<file path="src/hw/pad_cfg_regs.svh">
// offsets, field positions, reset values for the control-port pad configuration bank
`ifndef PAD_CFG_REGS_SVH
`define PAD_CFG_REGS_SVH

// offsets are register indices; the bus byte address is four times the index
`define IDX_AUDIO_TX_OUT_PAD_CFG 16'hf798
`define IDX_CTRL_SERIAL_CLOCK_PAD_CFG 16'hf799
`define IDX_CTRL_DATA_OUT_PAD_CFG 16'hf79a
`define IDX_CTRL_SELECT_PAD_CFG 16'hf79b
`define IDX_CTRL_DATA_IN_PAD_CFG 16'hf79c
`define IDX_BASE `IDX_AUDIO_TX_OUT_PAD_CFG
`define PAD_REG_COUNT 5

`define RST_AUDIO_TX_OUT_PAD_CFG 16'h0008
`define RST_CTRL_SERIAL_CLOCK_PAD_CFG 16'h0008
`define RST_CTRL_DATA_OUT_PAD_CFG 16'h0008
`define RST_CTRL_SELECT_PAD_CFG 16'h0018
`define RST_CTRL_DATA_IN_PAD_CFG 16'h0018

`define FLD_RSVD_MSB 15
`define FLD_RSVD_LSB 5
`define FLD_PULL_BIT 4
`define FLD_SLEW_MSB 3
`define FLD_SLEW_LSB 2
`define FLD_DRIVE_MSB 1
`define FLD_DRIVE_LSB 0

`endif

</file>
<file path="src/hw/pad_cfg_pkg.sv">
// types for the control-port pad configuration bank
package pad_cfg_pkg;
    typedef enum logic [1:0] {
        SLEW_SLOWEST,
        SLEW_SLOW,
        SLEW_FAST,
        SLEW_FASTEST
    } slew_t;

    typedef enum logic [1:0] {
        DRIVE_LOWEST,
        DRIVE_LOW,
        DRIVE_HIGH,
        DRIVE_HIGHEST
    } drive_t;
endpackage : pad_cfg_pkg

</file>
<file path="src/hw/pad_cfg_cell.sv">
// one 16-bit pad configuration register with decoded outputs
`timescale 1ns/1ns
`include "pad_cfg_regs.svh"
module pad_cfg_cell #(
    parameter logic [15:0] RESET_VALUE = 16'h0008
) (
    input wire logic clk, // system clock
    input wire logic reset, // async reset, active high
    input wire logic writeEn, // accepted write to this register
    input wire logic [15:0] writeData, // value to store
    output logic [15:0] value, // stored register contents
    output logic pullEn, // pull resistor enable
    output pad_cfg_pkg::slew_t slewSel, // slew rate selection
    output pad_cfg_pkg::drive_t driveSel // drive strength selection
);
    import pad_cfg_pkg::*;

    always_ff @(posedge clk or posedge reset) begin
        if (reset) begin
            value <= RESET_VALUE;
        end else if (writeEn) begin
            value <= writeData;
        end
    end

    // reserved bits are stored for readback but steer nothing
    assign pullEn = value[`FLD_PULL_BIT];
    assign slewSel = slew_t'(value[`FLD_SLEW_MSB:`FLD_SLEW_LSB]);
    assign driveSel = drive_t'(value[`FLD_DRIVE_MSB:`FLD_DRIVE_LSB]);
endmodule : pad_cfg_cell

</file>
<file path="src/hw/control_port_pad_config_regs.sv">
// APB register bank holding pad settings for the transmitter and control-port pins
//
// The APB register port was chosen for this implementation.
`timescale 1ns/1ns
`include "pad_cfg_regs.svh"

////////////////////////////////////////////////////////////////////////////////

// Overview of operation
// - transmitter pad register at 0xF798, reset 0x0008
// - serial clock pad register at 0xF799, reset 0x0008
// - data-out pad register at 0xF79A, reset 0x0008
// - select pad register at 0xF79B, reset 0x0018
// - data-in pad register at 0xF79C, reset 0x0018
// - 16 bits: reserved, pull, slew, drive fields
// - slew codes slowest to fastest, reset 2
// - drive codes lowest to highest, reset 0
// - transmitter pull bit enables pull-down, reset off
// - serial clock pull bit enables pull-up, off
// - data-out pull bit enables pull-up, off
// - select pull bit enables pull-up, on
// - data-in pull bit enables pull-up, on
// - reserved bits reset zero, store, no effect
module control_port_pad_config_regs #(
    parameter int ADDR_WIDTH = 18,
    parameter bit TX_PRESENT = 1'b1
) (
    input wire logic clk, // 100 MHz system clock
    input wire logic reset, // async reset, active high
    input wire logic psel, // APB select
    input wire logic penable, // APB access phase
    input wire logic pwrite, // APB direction, high for write
    input wire logic [ADDR_WIDTH-1:0] paddr, // APB byte address
    input wire logic [31:0] pwdata, // APB write data
    input wire logic [3:0] pstrb, // APB byte strobes
    output logic [31:0] prdata, // APB read data
    output logic pready, // APB ready
    output logic pslverr, // APB error on unmapped address
    output logic audio_tx_out_pin_pulldown_en, // transmitter pull-down enable
    output pad_cfg_pkg::slew_t audio_tx_out_pin_slew_sel, // transmitter slew
    output pad_cfg_pkg::drive_t audio_tx_out_pin_drive_sel, // transmitter drive
    output logic ctrl_sclk_pullup_en, // serial clock pull-up enable
    output pad_cfg_pkg::slew_t ctrl_sclk_slew_sel, // serial clock slew
    output pad_cfg_pkg::drive_t ctrl_sclk_drive_sel, // serial clock drive
    output logic ctrl_dout_pullup_en, // data-out pull-up enable
    output pad_cfg_pkg::slew_t ctrl_dout_slew_sel, // data-out slew
    output pad_cfg_pkg::drive_t ctrl_dout_drive_sel, // data-out drive
    output logic device_address_bit_zero_pullup_en, // select pull-up enable
    output pad_cfg_pkg::slew_t device_address_bit_zero_slew_sel, // select slew
    output pad_cfg_pkg::drive_t device_address_bit_zero_drive_sel, // select drive
    output logic ctrl_din_pullup_en, // data-in pull-up enable
    output pad_cfg_pkg::slew_t ctrl_din_slew_sel, // data-in slew
    output pad_cfg_pkg::drive_t ctrl_din_drive_sel // data-in drive
);
    import pad_cfg_pkg::*;

    localparam int NREG = `PAD_REG_COUNT;
    localparam logic [15:0] RESETS [NREG] = '{
        `RST_AUDIO_TX_OUT_PAD_CFG,
        `RST_CTRL_SERIAL_CLOCK_PAD_CFG,
        `RST_CTRL_DATA_OUT_PAD_CFG,
        `RST_CTRL_SELECT_PAD_CFG,
        `RST_CTRL_DATA_IN_PAD_CFG
    };

    ////////////////////////////////////////////////////////////////////////////

    // map a byte address to a slot; returns NREG when nothing is there
    function automatic logic [2:0] decodeSlot(input logic [ADDR_WIDTH-1:0] addr);
        logic [ADDR_WIDTH-3:0] idx;
        logic [15:0] wideIdx;
        logic [15:0] delta;
        idx = addr[ADDR_WIDTH-1:2];
        wideIdx = 16'(idx);
        delta = wideIdx - `IDX_BASE;
        decodeSlot = 3'(NREG);
        if (addr[1:0] == 2'h0 && wideIdx >= `IDX_BASE && delta < 16'(NREG)) begin
            decodeSlot = delta[2:0];
        end
        // transmitter pin absent on some variants: its slot is unmapped
        if (!TX_PRESENT && decodeSlot == 3'h0) begin
            decodeSlot = 3'(NREG);
        end
    endfunction : decodeSlot

    logic [2:0] slot;
    logic hit;
    logic accessPhase;
    logic [15:0] mergedData;
    logic [15:0] value [NREG];
    logic pull [NREG];
    slew_t slew [NREG];
    drive_t drive [NREG];

    assign slot = decodeSlot(paddr);
    assign hit = (slot < 3'(NREG));
    assign accessPhase = psel && penable;

    // zero-wait slave: every access completes in its first access cycle
    assign pready = accessPhase;
    assign pslverr = accessPhase && !hit;

    ////////////////////////////////////////////////////////////////////////////

    // byte strobes merge into the current value; upper lanes fall outside 16 bits
    always_comb begin
        mergedData = hit ? value[slot] : 16'h0000;
        if (pstrb[0]) begin
            mergedData[7:0] = pwdata[7:0];
        end
        if (pstrb[1]) begin
            mergedData[15:8] = pwdata[15:8];
        end
    end

    genvar g;
    generate
        for (g = 0; g < NREG; g++) begin : g_cell
            pad_cfg_cell #(
                .RESET_VALUE(RESETS[g])
            ) u_cell (
                .clk(clk),
                .reset(reset),
                .writeEn(accessPhase && pwrite && hit && slot == 3'(g)),
                .writeData(mergedData),
                .value(value[g]),
                .pullEn(pull[g]),
                .slewSel(slew[g]),
                .driveSel(drive[g])
            );
        end
    endgenerate

    ////////////////////////////////////////////////////////////////////////////

    // read data registered so data outputs come from flip-flops
    always_ff @(posedge clk or posedge reset) begin
        if (reset) begin
            prdata <= 32'h00000000;
        end else if (psel && !penable && !pwrite) begin
            prdata <= {16'h0000, (hit ? value[slot] : 16'h0000)};
        end
    end

    ////////////////////////////////////////////////////////////////////////////

    // pads follow stored fields continuously, except the transmitter pull-down, which is held off when TX_PRESENT is 0
    assign audio_tx_out_pin_pulldown_en = TX_PRESENT && pull[0];
    assign audio_tx_out_pin_slew_sel = slew[0];
    assign audio_tx_out_pin_drive_sel = drive[0];
    assign ctrl_sclk_pullup_en = pull[1];
    assign ctrl_sclk_slew_sel = slew[1];
    assign ctrl_sclk_drive_sel = drive[1];
    assign ctrl_dout_pullup_en = pull[2];
    assign ctrl_dout_slew_sel = slew[2];
    assign ctrl_dout_drive_sel = drive[2];
    assign device_address_bit_zero_pullup_en = pull[3];
    assign device_address_bit_zero_slew_sel = slew[3];
    assign device_address_bit_zero_drive_sel = drive[3];
    assign ctrl_din_pullup_en = pull[4];
    assign ctrl_din_slew_sel = slew[4];
    assign ctrl_din_drive_sel = drive[4];
endmodule : control_port_pad_config_regs

</file>
<file path="config.mk">
export PLATFORM = sky130hd
export DESIGN_NAME = control_port_pad_config_regs
export DESIGN_NICKNAME = d
export VERILOG_FILES = /design/src/hw/pad_cfg_pkg.sv /design/src/hw/pad_cfg_cell.sv /design/src/hw/control_port_pad_config_regs.sv
export VERILOG_INCLUDE_DIRS = /design/src /design/src/hw
export SDC_FILE = /design/constraint.sdc
export NUM_CORES = 1
export LEC_CHECK = 0
export BUFFER_PORTS_ARGS = -buffer_cell sky130_fd_sc_hd__buf_4
export CAP_MARGIN = 20
export CORE_MARGIN = 3
export CORE_UTILIZATION = 50
export DETAILED_ROUTE_END_ITERATION = 12
export PLACE_DENSITY = 0.83
export SYNTH_ARGS = -nofsm -noshare
export SYNTH_HDL_FRONTEND = slang
export SYNTH_SLANG_ARGS = --single-unit
</file>
<file path="constraint.sdc">
create_clock -name clk -period 3.7 [get_ports clk]
set_input_delay 0.185 -clock clk [delete_from_list [all_inputs] [get_ports clk]]
set_output_delay 0.185 -clock clk [all_outputs]
set_load 0.02 [all_outputs]
</file>
# Word-level counts from Yosys, hierarchy flattened
# Cells that the tools add are included.
[word_totals]
ff_bits = 96
output_inout_bits = 59
[classes]
addsub = 1
n_lt_le_gt_ge = 4
n_eq_ne = 4
muxes = 7
n_bitwise = 1
reduce_logical = 18
[op_table]
columns = ["cell", "count"]
rows = [
  ["$bmux 16 s3", 1],
  ["$mux 16", 3],
  ["$ge 16x16->1 const B", 1],
  ["$lt 16x3->1 const B", 1],
  ["$mux 8", 2],
  ["$sub 16x16->16 const B", 1],
  ["$logic_and 1x1->1", 13],
  ["$eq 3x2->1 const B", 2],
  ["$ge 4x4->1 const B", 1],
  ["$not 3->4", 1],
  ["$eq 3x1->1 const B", 1],
  ["$eq 3x3->1 const B", 1],
  ["$logic_not 1->1", 3],
  ["$logic_not 3->1", 1],
  ["$lt 3x3->1 const B", 1],
  ["$mux 3", 1],
  ["$logic_not 2->1", 1],
]

# Longest topological paths before layout
[depth]
ltp_word = 10
mapped_depth = 10
mapped_depth_nobuf = 7

# Cells and area by module
# From an unflattened synthesis, not the netlist that was laid out.
[unflattened]
cells_unflattened = 432
hier_area_um2 = 5375.2
[modules_own_cells]
columns = ["module", "n_inst", "cells_per_inst", "area_each_um2", "seq_area_each_um2"]
rows = [
  ["pad_cfg_cell (g_cell[0].u_cell ...)", 3, 40, 691.9, 401.6],
  ["control_port_pad_config_regs", 1, 232, 1913.1, 400.4],
  ["pad_cfg_cell (g_cell[3].u_cell ...)", 2, 40, 693.2, 402.9],
]

# Least setup slack after synthesis
# OpenSTA, ideal clock, no wires.
[synth_timing]
kind = "input to register"
startpoint = "input paddr[5]"
endpoint = "register g_cell[1].u_cell.value[0]"
setup_time_ns = 0.125
t_arrival_ns = 2.082
t_required_ns = 3.575
setup_slack_ns = 1.494
path_stages = 10
n_path_buf = 3
cell_sequence = "ha_1 nor2_1 nand4_1 nor4b_4 and4b_1 buf_4 and4_1 buf_4 buf_6 mux2_2"
[synth_between]
elab_chain_cells = 10
elab_cells_between_ends = 16
cone_classes = "add/sub: 1; order compare: 3; eq/ne: 1; mux: 6; bitwise: 1; reduce/logical: 4"
[synth_rtl]
columns = ["item", "line_no", "rtl"]
rows = [
  ["from (decl)", "control_port_pad_config_regs.sv:33", "input wire logic [ADDR_WIDTH-1:0] paddr,"],
  ["$sub 16x16->16 (no line) or $ge 16x16->1 (tied branches)", "--", ""],
  ["$lt 16x3->1 or $logic_and 1x1->1 (tied branches)", "--", ""],
  ["$logic_and 1x1->1 (*)", "control_port_pad_config_regs.sv:77", "if (addr[1:0] == 2'h0 && wideIdx >= `IDX_BASE && delta < 16'(NREG)) begin"],
  ["$mux 3 (*)", "control_port_pad_config_regs.sv:77", ""],
  ["$not 3->4 (implied by the code)", "control_port_pad_config_regs.sv:107", "mergedData = hit ? value[slot] : 16'h0000;"],
  ["$bmux 16 s3", "control_port_pad_config_regs.sv:107", ""],
  ["$mux 16 (implied by the code) (2 in a row)", "control_port_pad_config_regs.sv:107", ""],
  ["$mux 16", "control_port_pad_config_regs.sv:107", ""],
  ["$mux 8", "control_port_pad_config_regs.sv:108", "if (pstrb[0]) begin"],
  ["to (signal assigned)", "pad_cfg_cell.sv:22", "value <= writeData;"],
  ["to (decl)", "pad_cfg_cell.sv:11", "output logic [15:0] value,"],
]
# Mark *: on every way between the ends. The rest lies on a longest branch, timed or not. The select of a mux whose other input is x is not followed.
# A chain may end at the register's enable or synchronous reset.

# Worst setup path in the final report
# Same ends and word-level chain as after synthesis.

==> impl_metrics.tcl <==
set metrics [dict create \
    post-route-drc-count 0 \
    fin_nets 530 \
    grt_max_degree 37 \
    layout_setup_ws_ns 1.32 \
    clock-root-buffer "clkbuf_8" \
    synth_ff_type "dfrtp_1" \
    critPathLaunchType "input port" \
    dieArea_sq_mm 0.0112 \
    crit_path_max_incr_delay_ns 0.40 \
    holdWs_ns 0.0654 \
    dp_slack_ns 0.928 \
    die_w_microns 106 \
    async_reset_ff_frac 1.00 \
    cts_buffer_depth 2 \
    wire_per_inst_microns 18.1 \
    comb_power_share 0.088 \
    critPathArrivalTime_ns 2.62 \
    drive_above_1_share 0.408 \
    postCtsSetupBuffers 0 \
    core_area_sq_mm 0.00946 \
    fin_crit_ns 2.38 \
    yosysSeqAreaShare 0.484 \
    maxSlewHeadroom 0.474 \
    setup_viol 0 \
    drv_cap 0 \
    final-max-slew-violation-count 0 \
    clk_pin_slew_ns 0.10 \
    cts_made_buffers 9 \
    core.rowCount 35 \
    grt_pass1_vias 3565 \
    p_int_mw 1.36 \
    clock_latency_ns 0.35 \
    crit_path_max_fanout 12 \
    status "finished clean" \
    wl_microns 10900 \
    hp-class "in2reg" \
    ys_ff_latch 96 \
    p_leak_nw 2.80 \
    synth_area_per_cell_sq_um 12.0 \
    firstDrtPassIters 4 \
    die_h_microns 106 \
    antenna_found_initial 0 \
    ios 118 \
    ant_nets 0 \
    max_freq_mhz 421 \
    required_ns 3.94 \
    setup.worst_path.end_class "flip-flop" \
    grt_overflow 0 \
    synth_cell_types 43 \
    slowest_stage "o311ai_0" \
    critPathBufInv 2 \
    cts_max_level 3 \
    syn_inst 415 \
    power_density_mw_per_mm2 322 \
    crit_type "in2reg" \
    clkPwrFrac 0.337 \
    numClockSinks 96 \
    fin_crit_sh 0.642 \
    cts_tree "done" \
    cpMostUsedCell "buf_4" \
    max_slew.worst_pin.slew_ns 0.789 \
    antenna_cells 0 \
    drt-initial-drc-count 216 \
    syn2layout_area_growth_pct 13.5 \
    switching_share 0.256 \
    synth-edff-count 0 \
    vias_per_cell 5.63 \
    p_switching_uw 467 \
    seq_power_share 0.575 \
    dpl.hpwl_microns 7410 \
    io_buffers 83 \
    path_cells "buf_4 -> ha_1 -> o311ai_0 -> o21bai_1 -> and4b_1 -> and4_1 -> buf_4 -> mux2_2" \
    path_delay_family "simple AND/OR/NAND/NOR gates" \
    grt_use_total 0.200 \
    hold_viol 0 \
    finalSetupTns_ns 0 \
    rsz0062_at_grt "false" \
    yosysWarnings 0 \
    start_util 0.527 \
    vias 3401 \
    gp_congestion 0.797 \
    grt_pass1_wl_microns 18000 \
    skew_ns 0.00954 \
    netlist_area_sq_mm 0.00498 \
    ir_drop_uv 195 \
]
[path summary, 6_finish.rpt]
| kind | cells after the start | from | endpoint | slack (ns) |
|---|---|---|---|---|
| max in group asynchronous | 4 | reset | g_cell[0].u_cell.value[3]$_DFFE_PP1P_ | 2.38 |
| min in group asynchronous | 3 | reset | g_cell[2].u_cell.value[2]$_DFFE_PP0P_ | 0.46 |
| worst max-delay path | 8 | paddr[5] | g_cell[1].u_cell.value[0]$_DFFE_PP0P_ | 1.32 |
| worst min register to register | 2 | prdata[14]$_DFFE_PP0P_ | prdata[14]$_DFFE_PP0P_ | 0.49 |
| worst min-delay path | 2 | pwdata[3] | g_cell[4].u_cell.value[3]$_DFFE_PP1P_ | 0.07 |
| worst max register to register | 5 | g_cell[3].u_cell.value[14]$_DFFE_PP0P_ | g_cell[4].u_cell.value[14]$_DFFE_PP0P_ | 2.00 |
[cell type report]
| class | instances | area, sq um |
|---|---|---|
| multi-input combinational | 264 | 2180 |
| fill | 758 | 3800 |
| sequential | 96 | 2410 |
| clock inverter | 5 | 42.5 |
| timing repair buffer | 92 | 701 |
| inverter | 7 | 27.5 |
| tap | 129 | 161 |
| clock buffer | 11 | 131 |
[through the flow]
step / cell area, sq um / power (mW) / cells / util
after floorplan: 5040 / 1.18 / 430 / -
after CTS: 5640 / 1.84 / 603 / 0.596
after detailed placement: 5460 / 1.23 / 586 / 0.577
after global placement: 5460 / 1.22 / 586 / 0.577
final: 5660 / 1.82 / 604 / 0.598
after global routing: 5660 / 1.89 / 604 / 0.598
[synthesized netlist by cell type (2+ instances only)]
| cell type | count | share of area |
|---|---|---|
| mux2_4 | 9 | 0.027 |
| clkbuf_1 | 14 | 0.011 |
| nor4b_4 | 2 | 0.0095 |
| a21oi_1 | 18 | 0.018 |
| and2_1 | 3 | 0.0038 |
| buf_4 | 39 | 0.059 |
| nand4_1 | 2 | 0.0025 |
| and3_1 | 2 | 0.0025 |
| o22ai_1 | 15 | 0.019 |
| nor2b_1 | 3 | 0.0038 |
| buf_2 | 5 | 0.0050 |
| nor2_1 | 4 | 0.0030 |
| buf_6 | 4 | 0.0090 |
| dfstp_2 | 7 | 0.037 |
| dfrtp_1 | 89 | 0.45 |
| inv_1 | 7 | 0.0053 |
| o21ai_0 | 2 | 0.0020 |
| nand3_1 | 2 | 0.0020 |
| mux2_1 | 2 | 0.0045 |
| mux2_2 | 65 | 0.15 |
| o31ai_1 | 31 | 0.047 |
| nand2_1 | 36 | 0.027 |
| mux2i_1 | 34 | 0.068 |
[sequential cells by signal (all words and copies together) (netlist names)]
register / cells
prdata: 16
g_cell.u_cell.value: 80
[power groups by stage]
stage               clock, mW  sequential, mW  combinational (mW)
finish                  0.613            1.05               0.160
floorplan                   0            1.07               0.107
global route            0.664            1.05               0.176
detailed placement          0            1.07               0.159
CTS                     0.628            1.05               0.160
global placement            0            1.07               0.154
[worst reg2reg max path, delay by kind of cell, from the launching register on]
kind               cells  cell delay, ns
DFF                    1            0.39
AOI/OAI and AO/OA      2            0.33
and+or+nand+nor        1            0.15
muxes                  2            0.72
[layer usage]
layer	vias up	track usage	part of all wire
met5	-	0	0
met4	0	0.0925	0.012
met3	9	0.0220	0.045
met1	1734	0.240	0.40
li1	1558	-	-
met2	100	0.359	0.54
[timing repair]
item / 4_1_cts / 5_1_grt
endpoints found under the setup margin: 0 / 0
hold buffers: 1 / 0
hold endpoints to repair: 32 / 0
gates resized for setup: 0 / 0
[cell families after synthesis]
| kind of cell | count (synthesis) | synth area share |
|---|---|---|
| AO/OA/AOI/OAI | 74 | 0.0987 |
| buffers and inverters | 70 | 0.0894 |
| other | 1 | 0.000753 |
| multiplexers | 111 | 0.251 |
| XOR/XNOR | 2 | 0.00352 |
| flip-flops | 96 | 0.484 |
| adder cells (fa/ha/maj) | 1 | 0.00251 |
| AND/OR/NAND/NOR | 60 | 0.0696 |
[placed cells by master, fill, tap and decap left out, types with 2 or more instances in the layout]
master      netlist  layout
clkinvlp_4        0       3
mux2_2           65      65
nor2b_1           3       3
inv_1             7       6
dfstp_2           7       7
nor2_1            4       4
and2_1            3       3
nand2_1          36      36
o22ai_1          15      15
mux2_4            9       9
and3_1            2       2
nand3_1           2       2
dfrtp_1          89      89
a21oi_1          18      18
nor4b_4           2       2
o21ai_0           2       2
clkbuf_8          0       9
nand4_1           2       2
mux2_1            2       2
buf_4            39      90
o31ai_1          31      31
clkbuf_1         14       2
mux2i_1          34      34
conb_1            1      16
Power figures use the tool's default switching activity.
